**src/pkg/bafe_defs.svh**
```systemverilog
/*
 Constants for the battery front-end register bank: register indices,
 field positions, reset values and writable-bit masks.
 Assumes inclusion by bare name from pkg/ on the include path.
*/
`ifndef BAFE_DEFS_SVH
`define BAFE_DEFS_SVH

// ----------------------------------------------------------------
// Register indices
// ----------------------------------------------------------------
`define BAFE_ADDR_CFG_WAKE 8'h00
`define BAFE_ADDR_PROT_STAT 8'h01
`define BAFE_ADDR_CELL_BAL 8'h02
`define BAFE_ADDR_ANA_OUT 8'h03
`define BAFE_ADDR_FET_CTL 8'h04
`define BAFE_ADDR_DSG_SETUP 8'h05
`define BAFE_ADDR_CHG_SETUP 8'h06
`define BAFE_ADDR_FEATURE 8'h07
`define BAFE_ADDR_UNLOCK 8'h08
`define BAFE_ADDR_LAST 8'h08

// ----------------------------------------------------------------
// Field positions
// ----------------------------------------------------------------
`define BAFE_CFG_ONE_BIT 5
`define BAFE_CFG_WAKE_BIT 4
`define BAFE_PS_XOT_BIT 5
`define BAFE_PS_IOT_BIT 4
`define BAFE_PS_LDF_BIT 3
`define BAFE_PS_DSC_BIT 2
`define BAFE_PS_DOC_BIT 1
`define BAFE_PS_COC_BIT 0
`define BAFE_FET_SLEEP_BIT 7
`define BAFE_FET_LDMON_BIT 6
`define BAFE_FET_CHG_BIT 1
`define BAFE_FET_DSG_BIT 0
`define BAFE_DSG_NOAUTO_OC_BIT 7
`define BAFE_DSG_NOAUTO_SC_BIT 4
`define BAFE_CHG_NOAUTO_OC_BIT 7
`define BAFE_FEAT_WAKE_POLARITY_BIT 0
`define BAFE_UNL_FEAT_BIT 7
`define BAFE_UNL_CHG_BIT 6
`define BAFE_UNL_DSG_BIT 5

// ----------------------------------------------------------------
// Writable masks and reset values
// ----------------------------------------------------------------
`define BAFE_MASK_CELL_BAL 8'h7e
`define BAFE_MASK_ANA_OUT 8'hcf
`define BAFE_MASK_FET_CTL 8'hc3
`define BAFE_MASK_UNLOCK 8'hf8
`define BAFE_RST_CTRL 8'h00
`define BAFE_RST_FEATURE 8'h01

`endif

```
**src/pkg/bafe_pkg.sv**
```systemverilog
/*
 Types shared by both ends of the battery front-end register link.
 Assumes nothing beyond a SystemVerilog compiler.
*/
package bafe_pkg;
   // ----------------------------------------------------------------
   // Basic types
   // ----------------------------------------------------------------
   typedef logic [7:0] bafe_byte_t; // One register or index
   typedef enum logic {bafe_op_read, bafe_op_write} bafe_op_e; // Transfer kind
endpackage : bafe_pkg

```
**src/pkg/bafe_link_if.sv**
```systemverilog
/*
 Host-device register link: one-cycle request, one-cycle ack with data.
 Assumes both ends share clk_sys_in.
*/
interface bafe_link_if;
   import bafe_pkg::*;
   // ----------------------------------------------------------------
   // Link signals
   // ----------------------------------------------------------------
   logic req; // Request pulse from host
   bafe_op_e op; // Read or write
   bafe_byte_t addr; // Register index
   bafe_byte_t wdata; // Write byte
   logic ack; // One-cycle answer pulse
   bafe_byte_t rdata; // Read byte, valid with ack
   modport host (output req, output op, output addr, output wdata, input ack, input rdata);
   modport dev (input req, input op, input addr, input wdata, output ack, output rdata);
endinterface : bafe_link_if

```
**src/rtl/bafe_device.sv**
```systemverilog
/*
 Device end of the battery front-end register bank.
 Assumes synchronous condition inputs and one request in flight.
*/
`include "bafe_defs.svh"

module bafe_device (
   input wire logic clk_sys_in, // System clock
   input wire logic arst_n_in, // Async reset, active low
   bafe_link_if.dev link, // Register link
   input wire logic wake_pin_in, // Wake pin above threshold
   input wire logic ext_overtemp_in, // External over-temp condition
   input wire logic int_overtemp_in, // Internal over-temp condition
   input wire logic dsg_short_in, // Discharge short-circuit event
   input wire logic dsg_overcurrent_in, // Discharge overcurrent event
   input wire logic chg_overcurrent_in, // Charge overcurrent event
   output logic [7:0] cell_balance_out, // Balance switch bits
   output logic [3:0] analog_sel_out, // Analog output select
   output logic charge_switch_drive_out, // Charge FET drive
   output logic discharge_switch_drive_out, // Discharge FET drive
   output logic sleep_out, // Forced sleep request
   output logic load_monitor_connect_en_out, // Load monitor connection
   output logic [7:0] discharge_setup_out, // Discharge protection setup
   output logic [7:0] charge_setup_out, // Charge protection setup
   output logic [7:0] feature_config_out // Feature configuration
);
   import bafe_pkg::*;

   // ----------------------------------------------------------------
   // Register storage
   // ----------------------------------------------------------------
   bafe_byte_t cell_bal_reg; // Balance switches
   bafe_byte_t ana_out_reg; // Analog select and user flags
   bafe_byte_t fet_ctl_reg; // FET drive, monitor, sleep
   bafe_byte_t dsg_setup_reg; // Discharge setup
   bafe_byte_t chg_setup_reg; // Charge setup
   bafe_byte_t feature_reg; // Feature configuration
   bafe_byte_t unlock_reg; // Write unlock and user flags
   bafe_byte_t prot_stat_reg; // Sticky protection flags
   logic wake_pin_reg; // Previous wake pin sample
   logic ack_reg; // Answer pulse
   bafe_byte_t rdata_reg; // Answer data

   // ----------------------------------------------------------------
   // Decode
   // ----------------------------------------------------------------
   logic wr_stb; // Write request this cycle
   logic rd_stb; // Read request this cycle
   logic rd_prot; // Read of protection status
   logic wake_pol; // Wake polarity
   logic wake_status; // Pin seen through polarity
   logic wake_edge; // Active wake edge
   logic auto_trip; // Protection event with auto response on
   bafe_byte_t prot_set; // Conditions setting flags
   bafe_byte_t cfg_wake_val; // Live config/wake byte

   assign wr_stb = link.req && (link.op == bafe_op_write);
   assign rd_stb = link.req && (link.op == bafe_op_read);
   assign rd_prot = rd_stb && (link.addr == `BAFE_ADDR_PROT_STAT);
   assign wake_pol = feature_reg[`BAFE_FEAT_WAKE_POLARITY_BIT];
   // Status seen through polarity
   assign wake_status = wake_pol ? wake_pin_in : !wake_pin_in;
   // Rise with polarity one, fall with polarity zero
   assign wake_edge = wake_pol ? (wake_pin_in && !wake_pin_reg) : (!wake_pin_in && wake_pin_reg);
   // Auto response disabled per event by its setup bit
   assign auto_trip = (dsg_overcurrent_in && !dsg_setup_reg[`BAFE_DSG_NOAUTO_OC_BIT])
      || (dsg_short_in && !dsg_setup_reg[`BAFE_DSG_NOAUTO_SC_BIT])
      || (chg_overcurrent_in && !chg_setup_reg[`BAFE_CHG_NOAUTO_OC_BIT]);

   // Flag set terms; load fail gated by the monitor enable
   always_comb begin
      prot_set = 8'h00;
      prot_set[`BAFE_PS_XOT_BIT] = ext_overtemp_in;
      prot_set[`BAFE_PS_IOT_BIT] = int_overtemp_in;
      prot_set[`BAFE_PS_LDF_BIT] = (dsg_short_in || dsg_overcurrent_in)
         && fet_ctl_reg[`BAFE_FET_LDMON_BIT];
      prot_set[`BAFE_PS_DSC_BIT] = dsg_short_in;
      prot_set[`BAFE_PS_DOC_BIT] = dsg_overcurrent_in;
      prot_set[`BAFE_PS_COC_BIT] = chg_overcurrent_in;
   end

   // Live status byte, bit 5 always one
   always_comb begin
      cfg_wake_val = 8'h00;
      cfg_wake_val[`BAFE_CFG_ONE_BIT] = 1'b1;
      cfg_wake_val[`BAFE_CFG_WAKE_BIT] = wake_status;
   end

   // ----------------------------------------------------------------
   // Plain read/write registers
   // ----------------------------------------------------------------
   // Reserved bits masked so they always read zero
   always_ff @(posedge clk_sys_in or negedge arst_n_in) begin
      if (!arst_n_in) begin
         cell_bal_reg <= `BAFE_RST_CTRL;
         ana_out_reg <= `BAFE_RST_CTRL;
         unlock_reg <= `BAFE_RST_CTRL;
      end else if (wr_stb) begin
         unique case (link.addr)
            `BAFE_ADDR_CELL_BAL: cell_bal_reg <= link.wdata & `BAFE_MASK_CELL_BAL;
            `BAFE_ADDR_ANA_OUT: ana_out_reg <= link.wdata & `BAFE_MASK_ANA_OUT;
            `BAFE_ADDR_UNLOCK: unlock_reg <= link.wdata & `BAFE_MASK_UNLOCK;
            default: ; // Other indices handled elsewhere or ignored
         endcase
      end
   end

   // ----------------------------------------------------------------
   // Gated setup registers
   // ----------------------------------------------------------------
   // Writes while locked are silently dropped
   always_ff @(posedge clk_sys_in or negedge arst_n_in) begin
      if (!arst_n_in) begin
         dsg_setup_reg <= `BAFE_RST_CTRL;
         chg_setup_reg <= `BAFE_RST_CTRL;
         feature_reg <= `BAFE_RST_FEATURE;
      end else if (wr_stb) begin
         if (link.addr == `BAFE_ADDR_DSG_SETUP && unlock_reg[`BAFE_UNL_DSG_BIT]) begin
            dsg_setup_reg <= link.wdata;
         end
         if (link.addr == `BAFE_ADDR_CHG_SETUP && unlock_reg[`BAFE_UNL_CHG_BIT]) begin
            chg_setup_reg <= link.wdata;
         end
         if (link.addr == `BAFE_ADDR_FEATURE && unlock_reg[`BAFE_UNL_FEAT_BIT]) begin
            feature_reg <= link.wdata;
         end
      end
   end

   // ----------------------------------------------------------------
   // Fet_drive_control and sleep
   // ----------------------------------------------------------------
   // Trip beats a same-cycle write so the FETs never re-arm into a fault
   always_ff @(posedge clk_sys_in or negedge arst_n_in) begin
      if (!arst_n_in) begin
         fet_ctl_reg <= `BAFE_RST_CTRL;
      end else begin
         if (wr_stb && link.addr == `BAFE_ADDR_FET_CTL) begin
            fet_ctl_reg <= link.wdata & `BAFE_MASK_FET_CTL;
         end
         if (wake_edge) begin
            fet_ctl_reg[`BAFE_FET_SLEEP_BIT] <= 1'b0;
         end
         if (auto_trip) begin
            fet_ctl_reg[`BAFE_FET_CHG_BIT] <= 1'b0;
            fet_ctl_reg[`BAFE_FET_DSG_BIT] <= 1'b0;
         end
      end
   end

   // Previous wake sample for edge detection
   always_ff @(posedge clk_sys_in or negedge arst_n_in) begin
      if (!arst_n_in) begin
         wake_pin_reg <= 1'b0;
      end else begin
         wake_pin_reg <= wake_pin_in;
      end
   end

   // ----------------------------------------------------------------
   // Protection status flags
   // ----------------------------------------------------------------
   // Set wins over the read clear
   always_ff @(posedge clk_sys_in or negedge arst_n_in) begin
      if (!arst_n_in) begin
         prot_stat_reg <= 8'h00;
      end else if (rd_prot) begin
         prot_stat_reg <= prot_set; // Only live conditions survive
      end else begin
         prot_stat_reg <= prot_stat_reg | prot_set;
      end
   end

   // ----------------------------------------------------------------
   // Answer path
   // ----------------------------------------------------------------
   // Read returns the value before any clear; unmapped reads give zero
   always_ff @(posedge clk_sys_in or negedge arst_n_in) begin
      if (!arst_n_in) begin
         ack_reg <= 1'b0;
         rdata_reg <= 8'h00;
      end else begin
         ack_reg <= link.req;
         if (rd_stb) begin
            unique case (link.addr)
               `BAFE_ADDR_CFG_WAKE: rdata_reg <= cfg_wake_val;
               `BAFE_ADDR_PROT_STAT: rdata_reg <= prot_stat_reg | prot_set;
               `BAFE_ADDR_CELL_BAL: rdata_reg <= cell_bal_reg;
               `BAFE_ADDR_ANA_OUT: rdata_reg <= ana_out_reg;
               `BAFE_ADDR_FET_CTL: rdata_reg <= fet_ctl_reg;
               `BAFE_ADDR_DSG_SETUP: rdata_reg <= dsg_setup_reg;
               `BAFE_ADDR_CHG_SETUP: rdata_reg <= chg_setup_reg;
               `BAFE_ADDR_FEATURE: rdata_reg <= feature_reg;
               `BAFE_ADDR_UNLOCK: rdata_reg <= unlock_reg;
               default: rdata_reg <= 8'h00; // Reserved range
            endcase
         end
      end
   end

   // ----------------------------------------------------------------
   // Outputs
   // ----------------------------------------------------------------
   assign link.ack = ack_reg;
   assign link.rdata = rdata_reg;
   assign cell_balance_out = cell_bal_reg;
   assign analog_sel_out = ana_out_reg[3:0];
   assign charge_switch_drive_out = fet_ctl_reg[`BAFE_FET_CHG_BIT];
   assign discharge_switch_drive_out = fet_ctl_reg[`BAFE_FET_DSG_BIT];
   assign sleep_out = fet_ctl_reg[`BAFE_FET_SLEEP_BIT];
   assign load_monitor_connect_en_out = fet_ctl_reg[`BAFE_FET_LDMON_BIT];
   assign discharge_setup_out = dsg_setup_reg;
   assign charge_setup_out = chg_setup_reg;
   assign feature_config_out = feature_reg;

endmodule : bafe_device

```
**src/flat_wrapper.sv**
```systemverilog
// flat-port wrapper written by rule: the top's interface ports become plain ports
module bafe_device_flat import bafe_pkg::*;
  (clk_sys_in, arst_n_in, wake_pin_in, ext_overtemp_in, int_overtemp_in, dsg_short_in, dsg_overcurrent_in, chg_overcurrent_in, cell_balance_out, analog_sel_out, charge_switch_drive_out, discharge_switch_drive_out, sleep_out, load_monitor_connect_en_out, discharge_setup_out, charge_setup_out, feature_config_out, link_req, link_op, link_addr, link_wdata, link_ack, link_rdata);
  bafe_link_if link_i ();
  input wire logic clk_sys_in;
  input wire logic arst_n_in;
  input wire logic wake_pin_in;
  input wire logic ext_overtemp_in;
  input wire logic int_overtemp_in;
  input wire logic dsg_short_in;
  input wire logic dsg_overcurrent_in;
  input wire logic chg_overcurrent_in;
  output logic [7:0] cell_balance_out;
  output logic [3:0] analog_sel_out;
  output logic charge_switch_drive_out;
  output logic discharge_switch_drive_out;
  output logic sleep_out;
  output logic load_monitor_connect_en_out;
  output logic [7:0] discharge_setup_out;
  output logic [7:0] charge_setup_out;
  output logic [7:0] feature_config_out;
  input wire logic [$bits(link_i.req)-1:0] link_req;
  input wire logic [$bits(link_i.op)-1:0] link_op;
  input wire logic [$bits(link_i.addr)-1:0] link_addr;
  input wire logic [$bits(link_i.wdata)-1:0] link_wdata;
  output wire logic [$bits(link_i.ack)-1:0] link_ack;
  output wire logic [$bits(link_i.rdata)-1:0] link_rdata;
  assign link_i.req = link_req;
  assign link_i.op = link_op;
  assign link_i.addr = link_addr;
  assign link_i.wdata = link_wdata;
  assign link_ack = link_i.ack;
  assign link_rdata = link_i.rdata;
  bafe_device u_core (.clk_sys_in(clk_sys_in), .arst_n_in(arst_n_in), .link(link_i), .wake_pin_in(wake_pin_in), .ext_overtemp_in(ext_overtemp_in), .int_overtemp_in(int_overtemp_in), .dsg_short_in(dsg_short_in), .dsg_overcurrent_in(dsg_overcurrent_in), .chg_overcurrent_in(chg_overcurrent_in), .cell_balance_out(cell_balance_out), .analog_sel_out(analog_sel_out), .charge_switch_drive_out(charge_switch_drive_out), .discharge_switch_drive_out(discharge_switch_drive_out), .sleep_out(sleep_out), .load_monitor_connect_en_out(load_monitor_connect_en_out), .discharge_setup_out(discharge_setup_out), .charge_setup_out(charge_setup_out), .feature_config_out(feature_config_out));
endmodule
```
**config.mk**
```make
export PLATFORM = sky130hd
export DESIGN_NAME = bafe_device_flat
export DESIGN_NICKNAME = d
export VERILOG_FILES = /design/src/pkg/bafe_pkg.sv /design/src/pkg/bafe_link_if.sv /design/src/rtl/bafe_device.sv /design/src/flat_wrapper.sv
export VERILOG_INCLUDE_DIRS = /design/src /design/src/pkg
export SDC_FILE = /design/constraint.sdc
export NUM_CORES = 1
export LEC_CHECK = 0
export ABC_AREA = 1
export BUFFER_PORTS_ARGS = -buffer_cell sky130_fd_sc_hd__buf_2
export CORE_MARGIN = 4
export CORE_UTILIZATION = 51
export DETAILED_ROUTE_END_ITERATION = 10
export MAX_ROUTING_LAYER = met4
export PLACE_DENSITY_LB_ADDON = 0.12
export SYNTH_ARGS = -nofsm -noshare
export SYNTH_HDL_FRONTEND = slang
export SYNTH_SLANG_ARGS = --single-unit
```
**constraint.sdc**
```tcl
create_clock -name clk_sys_in -period 4.06 [get_ports clk_sys_in]
set_clock_uncertainty 0.2 [all_clocks]
set_input_delay 0.406 -clock clk_sys_in [delete_from_list [all_inputs] [get_ports clk_sys_in]]
set_output_delay 0.406 -clock clk_sys_in [all_outputs]
set_load 0.01 [all_outputs]
```
==> results of run 1 <==
## metrics by stage
step                power [mW]  utilization  hold WS (ps)
global placement         0.718        0.588           248
detailed placement       0.719        0.588           248
global route              1.33        0.628           105
floorplan                0.679            -         -89.6
CTS                       1.28        0.628          79.6
finish                    1.28        0.628          82.2
## logic make-up after synthesis
logic type      count (synthesis)  synth area share
simple gates                  213             0.317
flops                          61             0.474
compound gates                 56             0.116
buf+inv                        54            0.0916
other cells                     1           0.00116
## worst max path at each step
stage                             from                            end  slack (ps)
after floorplan           link_addr[7]     u_core.cell_balance_out[6]        2470
after global routing          link_req  u_core.discharge_setup_out[0]        1960
after global placement    link_addr[7]  u_core.discharge_setup_out[5]        2070
after detailed placement  link_addr[5]  u_core.discharge_setup_out[5]        2050
after CTS                     link_req  u_core.discharge_setup_out[5]        2070
final                         link_req  u_core.discharge_setup_out[0]        2080
## per-layer routing
layer  part of all wire  wire length [um]  global-route usage  vias to the layer above
li1                   -                 -                   -                     1376
met1               0.47              3810               0.323                     1280
met2               0.46              3730               0.351                       76
met3              0.054               437              0.0341                       11
met4              0.015               124              0.0865                        0
met5                  0                 0                   -                        -
## synthesized netlist by cell type (all sizes together)
cell type  count  area (um2)
nor2          40         214
a211oi         1        12.5
nand4          3        63.8
a21oi          5        25.0
buf           15         144
o21ai         48         323
nand2        127         497
dfrtp         60        1500
and3           1        6.26
nand3         41         235
inv           39         151
o22ai          1        6.26
o21bai         1        7.51
or2            1        6.26
conb           1        3.75
dfstp          1        26.3
## repair_timing
item | in CTS | in global routing
setup endpoints to repair | 0 | 0
buffers inserted | 0 | 0
hold endpoints to repair | 26 | 0
hold buffers | 3 | 0
## worst max-delay path, stage by stage
cell and delay (ps):
dlygate4sd3_1 520, buf_2 110, nand2_1 120, inv_2 260, nand4_4 340, nand2_1 170
o21ai_2 60
## report_power, final
group          total (mW)  switching (mW)  leakage (nW)  internal [mW]
logic              0.0883          0.0639          1.17         0.0244
clock network       0.567           0.234         0.106          0.333
registers           0.620         0.00562         0.811          0.615
## cell type report
cell class                 count  share of cell area
sequential                    61               0.404
multi-input combinational    271               0.371
timing repair buffer          76               0.105
clock buffer                  13              0.0446
inverter                      39              0.0400
tap                           75              0.0248
clock inverter                 3              0.0112
==> results.json, run 1 <==
{
  "status": "finished, final reports clean",
  "grt_max_degree": 45,
  "setup_violations": 0,
  "grt_usage": 0.234,
  "start_util": 0.535,
  "preCtsSetupSlack_ps": 2050,
  "cap_violations": 0,
  "drt-vias-per-instance": 5.10,
  "row_count": 28,
  "drc": 0,
  "ys_seq_elements": 61,
  "die_x_um": 87.5,
  "area_delta_synth_final_pct": 17.5,
  "antenna_found_initial": 0,
  "setup_tns_ps": 0,
  "synth-seq-area-share": 0.474,
  "critPathCaptureType": "flop",
  "hold_path_class": "input port to flop",
  "whs_endpoint": "u_core.prot_stat_reg[5]",
  "layout.nets": 484,
  "power.density_nw_per_um2": 337,
  "stdcell_count": 538,
  "drive_gt1_frac": 0.307,
  "r2r_cells": 8,
  "rsz0062_at_grt": "no",
  "slew-limit-headroom": 0.592,
  "slew_viol_final": 0,
  "routed-via-count": 2743,
  "antenna_cells": 0,
  "timing.final.crit_share": 0.489,
  "cts.htree.levels": 3,
  "max_freq_ghz": 0.504,
  "hold_path_depth": 3,
  "synth_cells": 385,
  "grt_pass1_wl_um": 13000,
  "final_cell_mix": "nand2_1, buf_2, dfrtp_1",
  "timing.final.ws_setup_ps": 2080,
  "cts_resized": 0,
  "cts_buffer_depth": 2,
  "ys_types": 30,
  "leakage_nw": 2.09,
  "cp.required_ps": 4080,
  "cts_inserted_buffers": 9,
  "coreArea_um2": 6030,
  "criticalPathCategory": "input port to flop",
  "hold_viol_final": 0,
  "r2r_start": "u_core.feature_config_out[0]",
  "ys_warn_count": 0,
  "num_io_pins": 75,
  "fill_cells": 560,
  "critPathArrivalTime_ps": 2010,
  "grt-ovfl-total": 0,
  "start_kind": "input port",
  "numClockSinks": 61,
  "multiInputGateArea_um2": 1400,
  "r2r-end": "u_core.link.rdata[4]",
  "die_y_um": 87.5,
  "antenna_left": 0,
  "drt_iter0_markers": 148,
  "grt_pass1_vias": 2506,
  "period_needed_ps": 1980,
  "io_buffers": 72,
  "drt-total-wl_um": 8100,
  "layout_commonest_cell": "nand2_1",
  "worst_pin_slew_ps": 611,
  "dp_cells": 519,
  "place.gp.congestion": 0.871,
  "cts_tree": "built",
  "firstDrtPassIters": 4,
  "rrSetupSlack_ps": 2610,
  "cp_max_fo": 16,
  "seqCellArea_um2": 1530,
  "synth_area_per_cell_um2": 8.37,
  "syn_area_um2": 3220,
  "ir_drop_mv": 0.232,
  "wire_per_inst_um": 15.1,
  "final_area_um2": 3790,
  "clk-insertion-delay-late_ps": 340,
  "hpwl_um": 5910,
  "dpl_cell_area_um2": 3540,
  "cts.clk_slew.worst_paths_ps": 60,
  "holdCritStartpoint": "ext_overtemp_in",
  "design.die.area_um2": 7660,
  "root_buffer": "clkbuf_8"
}
(Power assumes the default switching activity.)
==> run 2: changes to the inputs <==
--- a/config.mk
+++ b/config.mk
@@ -9,7 +9,7 @@
 export ABC_AREA = 1
 export BUFFER_PORTS_ARGS = -buffer_cell sky130_fd_sc_hd__buf_2
 export CORE_MARGIN = 4
-export CORE_UTILIZATION = 51
+export CORE_UTILIZATION = 49
 export DETAILED_ROUTE_END_ITERATION = 10
 export MAX_ROUTING_LAYER = met4
 export PLACE_DENSITY_LB_ADDON = 0.12
==> constraint.sdc (replaced) <==
create_clock -name clk_sys_in -period 1.8 [get_ports clk_sys_in]
set_clock_uncertainty 0.2 [all_clocks]
set_input_delay 0.18 -clock clk_sys_in [delete_from_list [all_inputs] [get_ports clk_sys_in]]
set_output_delay 0.18 -clock clk_sys_in [all_outputs]
set_load 0.01 [all_outputs]
==> results.json, run 2 (synthesis gave the netlist of run 1 again) <==
{
  "start_util": 0.505,
  "violations": "negative hold slack",
  "setup_tns_ps": 0,
  "clk-insertion-delay-late_ps": 340,
  "place.gp.congestion": 0.891,
  "ir_drop_mv": 0.450,
  "layout_commonest_cell": "nand2_1",
  "critPathMostFrequentCell": "nand2_1",
  "drt-total-wl_um": 8380,
  "max_freq_ghz": 0.647,
  "wire_per_inst_um": 15.2,
  "io_buffers": 72,
  "power.density_nw_per_um2": 728,
  "coreArea_um2": 6390,
  "area_delta_synth_final_pct": 22.0,
  "rsz0062_at_grt": "no",
  "dpl_cell_area_um2": 3620,
  "slew-limit-headroom": 0.652,
  "routed-via-count": 2760,
  "critPathCaptureType": "flop",
  "timing.final.crit_share": 0.859,
  "cp_slowest_cell": "dlygate4sd3_1",
  "cpPeakStageDelay_ps": 530,
  "cts_buffer_depth": 2,
  "cts.htree.levels": 3,
  "cts_inserted_buffers": 9,
  "antenna_cells": 0,
  "drive_gt1_frac": 0.309,
  "fin_hold_ws_ps": -0.886,
  "critPathBufInv": 2,
  "start_kind": "input port",
  "grt-ovfl-total": 0,
  "drt_iter0_markers": 200,
  "final_cell_mix": "nand2_1, buf_2, dfrtp_1",
  "leakage_nw": 2.17,
  "cp.required_ps": 1820,
  "drt-vias-per-instance": 4.99,
  "cp_max_fo": 2,
  "hold_viol_final": 1,
  "firstDrtPassIters": 4,
  "antenna_left": 0,
  "criticalPathCategory": "input port to flop",
  "setup_violations": 0,
  "layout.nets": 499,
  "root_buffer": "clkbuf_8",
  "hpwl_um": 6230,
  "hold_path_class": "input port to flop",
  "grt_usage": 0.232,
  "period_needed_ps": 1550,
  "grt_pass1_vias": 2670,
  "worst_pin_slew_ps": 522,
  "drc": 0,
  "slew_viol_final": 0,
  "path_cells": "dlygate4sd3_1 -> buf_2 -> o21ai_0 -> nand2_1 -> nand2_1 -> nand2_1 -> nor2_1 -> nand2_1 -> nand2_1 -> nand2_1",
  "design.die.area_um2": 7940,
  "num_io_pins": 75,
  "antenna_found_initial": 0,
  "die_y_um": 89.1,
  "grt_max_degree": 26,
  "crit_family": "buffers and inverters",
  "fill_cells": 569,
  "cts.clk_slew.worst_paths_ps": 60,
  "cts_resized": 0,
  "grt_pass1_wl_um": 13300,
  "cts_setup_buffers": 0,
  "cap_violations": 0,
  "critPathArrivalTime_ps": 1570,
  "numClockSinks": 61,
  "final_area_um2": 3930,
  "die_x_um": 89.1,
  "status": "finished, violations left",
  "cts_tree": "built",
  "row_count": 29
}
run 2: changes by cell type in the layout (fill, tap and decap cells not counted), sizes merged:
cell         before  now
dlygate4sd3       3   11
clkinvlp          1    0
buf              73   80
clkinv            1    0
run 2: final cells by class:
| class | count | area, um2 | area share |
|---|---|---|---|
| Clock inverter | 1 | 30.0 | 0.00763 |
| Multi-Input combinational cell | 271 | 1400 | 0.357 |
| Sequential cell | 61 | 1530 | 0.388 |
| Timing Repair Buffer | 91 | 556 | 0.141 |
| Clock buffer | 13 | 169 | 0.0429 |
| Tap cell | 77 | 96.3 | 0.0245 |
| Inverter | 39 | 151 | 0.0385 |
run 2: final timing paths:
path	endpoint	slack, ps	cells after the start	from
max in group asynchronous	u_core.feature_config_out[0]	690	3	arst_n_in
max reg2reg	u_core.link.rdata[4]	340	8	u_core.feature_config_out[0]
min in group asynchronous	u_core.discharge_setup_out[4]	150	2	arst_n_in
min reg2reg	u_core.link.rdata[5]	280	2	u_core.link.rdata[5]
min	u_core.discharge_setup_out[2]	-0.9	3	link_wdata[2]
max	u_core.link.rdata[3]	250	10	dsg_overcurrent_in
run 2: worst min-delay path: stages:
cell and delay [ps]:
buf_2 70, inv_1 100, o21ai_2 140
run 2: metrics by stage:
step	util	setup WS [ps]	power, mW	std cells
2_1_floorplan	-	437	1.53	386
3_3_place_gp	0.568	127	1.63	528
3_5_place_dp	0.568	101	1.63	528
4_1_cts	0.616	280	2.88	553
5_1_grt	0.616	130	2.98	553
6_report	0.616	253	2.86	553
run 2: report_power, final:
part           switching (mW)  internal [mW]  leakage (nW)
clock                   0.499          0.738         0.102
sequential             0.0129           1.39         0.811
combinational           0.147         0.0778          1.25
run 2: timing repair:
action	in CTS	in global routing
hold buffers	11	0
endpoints found under the hold margin	39	0
endpoints found under the setup margin	0	0
run 2: metal layers:
layer  up-vias  track usage  part of all wire
met5         -            -                 0
met4         0       0.0961             0.025
met3        18       0.0406             0.049
met2        72        0.338              0.45
met1      1272        0.319              0.47
li1       1398            -                 -
==> run 3: changes to the inputs <==
--- a/config.mk
+++ b/config.mk
@@ -8,6 +8,7 @@
 export LEC_CHECK = 0
 export ABC_AREA = 1
 export BUFFER_PORTS_ARGS = -buffer_cell sky130_fd_sc_hd__buf_2
+export CORE_ASPECT_RATIO = 0.8
 export CORE_MARGIN = 4
 export CORE_UTILIZATION = 49
 export DETAILED_ROUTE_END_ITERATION = 10
==> results.json, run 3 (synthesis gave the netlist of run 1 again) <==
{
  "status": "finished, final reports clean",
  "final_cell_mix": "nand2_1, buf_2, dfrtp_1",
  "hold_viol_final": 0,
  "cts.htree.levels": 3,
  "start_kind": "input port",
  "r2r_start": "u_core.feature_config_out[0]",
  "top_usage_layer": "met2",
  "drt-total-wl_um": 8380,
  "antenna_left": 0,
  "power.switching_mw": 0.685,
  "wire_per_inst_um": 14.8,
  "setup_tns_ps": 0,
  "cts_tree": "built",
  "criticalPathCategory": "input port to flop",
  "p_int_mw": 2.32,
  "rsz0062_at_grt": "no",
  "antenna_cells": 0,
  "preCtsSetupSlack_ps": 124,
  "io_buffers": 72,
  "timing.final.ws_setup_ps": 97.9,
  "grt_max_degree": 34,
  "grt_usage": 0.229,
  "cp_max_fo": 16,
  "grtUsageMet2": 0.343,
  "drc": 0,
  "whs_endpoint": "u_core.charge_setup_out[4]",
  "coreArea_um2": 6380,
  "routed-via-count": 2857,
  "p_clk_frac": 0.460,
  "drt_iter0_markers": 178,
  "r2r-end": "u_core.link.rdata[4]",
  "cap_violations": 0,
  "timing.final.crit_share": 0.946,
  "drt-vias-per-instance": 5.06,
  "power_mw": 3.00,
  "crit_start": "link_req",
  "hold_path_depth": 3,
  "rrSetupSlack_ps": 280,
  "design.die.area_um2": 7950,
  "r2r_cells": 8,
  "holdCritStartpoint": "link_wdata[4]",
  "row_count": 26,
  "layout.nets": 502,
  "area_delta_synth_final_pct": 24.1,
  "firstDrtPassIters": 4,
  "num_io_pins": 75,
  "hpwl_um": 6290,
  "max_freq_ghz": 0.588,
  "drive_gt1_frac": 0.314,
  "antenna_found_initial": 0,
  "slew_viol_final": 0,
  "die_y_um": 80.5,
  "start_util": 0.505,
  "seq_power_share": 0.466,
  "use_met1": 0.316,
  "grt-ovfl-total": 0,
  "fill_cells": 585,
  "place.gp.congestion": 0.959,
  "cts_inserted_buffers": 9,
  "setup_violations": 0,
  "clk-insertion-delay-late_ps": 340,
  "leakage_nw": 2.19,
  "cp.required_ps": 1820,
  "layout_commonest_cell": "nand2_1",
  "period_needed_ps": 1700,
  "critPathCaptureType": "flop",
  "critPathArrivalTime_ps": 1720,
  "fin_hold_ws_ps": 14.3,
  "comb_power_share": 0.074,
  "die_x_um": 98.7,
  "grt_pass1_vias": 2758,
  "numClockSinks": 61,
  "use_met3": 0.0460,
  "cts_buffer_depth": 2,
  "cts.clk_slew.worst_paths_ps": 70,
  "hold_path_class": "input port to flop",
  "ir_drop_mv": 0.404,
  "power.density_nw_per_um2": 750,
  "power.share.switching": 0.228,
  "root_buffer": "clkbuf_8",
  "postLayoutCoreUtil": 0.627,
  "grt_pass1_wl_um": 13700
}
## run 3: layout make-up
| class | count | area (um2) | area share |
|---|---|---|---|
| clock buffer | 13 | 159 | 0.0397 |
| tap | 84 | 105 | 0.0263 |
| clock inverter | 3 | 67.6 | 0.0169 |
| sequential | 61 | 1530 | 0.382 |
| timing repair buffer | 94 | 578 | 0.145 |
| multi-input combinational | 271 | 1410 | 0.353 |
| inverter | 39 | 151 | 0.0378 |
## run 3: worst max-delay path, cell delays in order
cell	delay [ps]
dlygate4sd3_1	530
buf_2	120
nand2_1	110
inv_2	270
nand4_4	280
nand2_1	130
o21ai_1	70
## run 3: what timing repair did
action | CTS | global route
hold endpoints to repair | 73 | 0
buffers inserted | 0 | 2
gates resized for setup | 0 | 1
hold buffers | 11 | 0
setup endpoints to repair | 0 | 17
## run 3: worst max path at each step
stage                                          endpoint  slack, ps  depth (start not counted)
final                      u_core.feature_config_out[2]        100                          7
after global routing       u_core.feature_config_out[2]         20                          7
after CTS                 u_core.discharge_setup_out[0]         40                          7
after detailed placement  u_core.discharge_setup_out[2]        120                          7
after global placement    u_core.discharge_setup_out[5]        160                          7
after floorplan              u_core.cell_balance_out[6]        440                          8
## run 3: metal layers
metal	up-vias	wire, um	share of wire
met3	9	598	0.071
met5	-	0	0
met4	0	118	0.014
met1	1333	4010	0.48
li1	1407	-	-
met2	108	3660	0.44
## run 3: stage by stage
stage / area (um2) / cells
2_1_floorplan: 3230 / 386
3_3_place_gp: 3620 / 536
3_5_place_dp: 3620 / 536
4_1_cts: 3950 / 563
5_1_grt: 4000 / 565
6_report: 4000 / 565
## run 3: power groups by stage
stage	Combinational [mW]	Clock, mW	Sequential, mW
6_report	0.222	1.38	1.40
5_1_grt	0.248	1.46	1.40
4_1_cts	0.224	1.40	1.40
3_5_place_dp	0.204	0	1.42
3_3_place_gp	0.202	0	1.42
2_1_floorplan	0.108	0	1.42
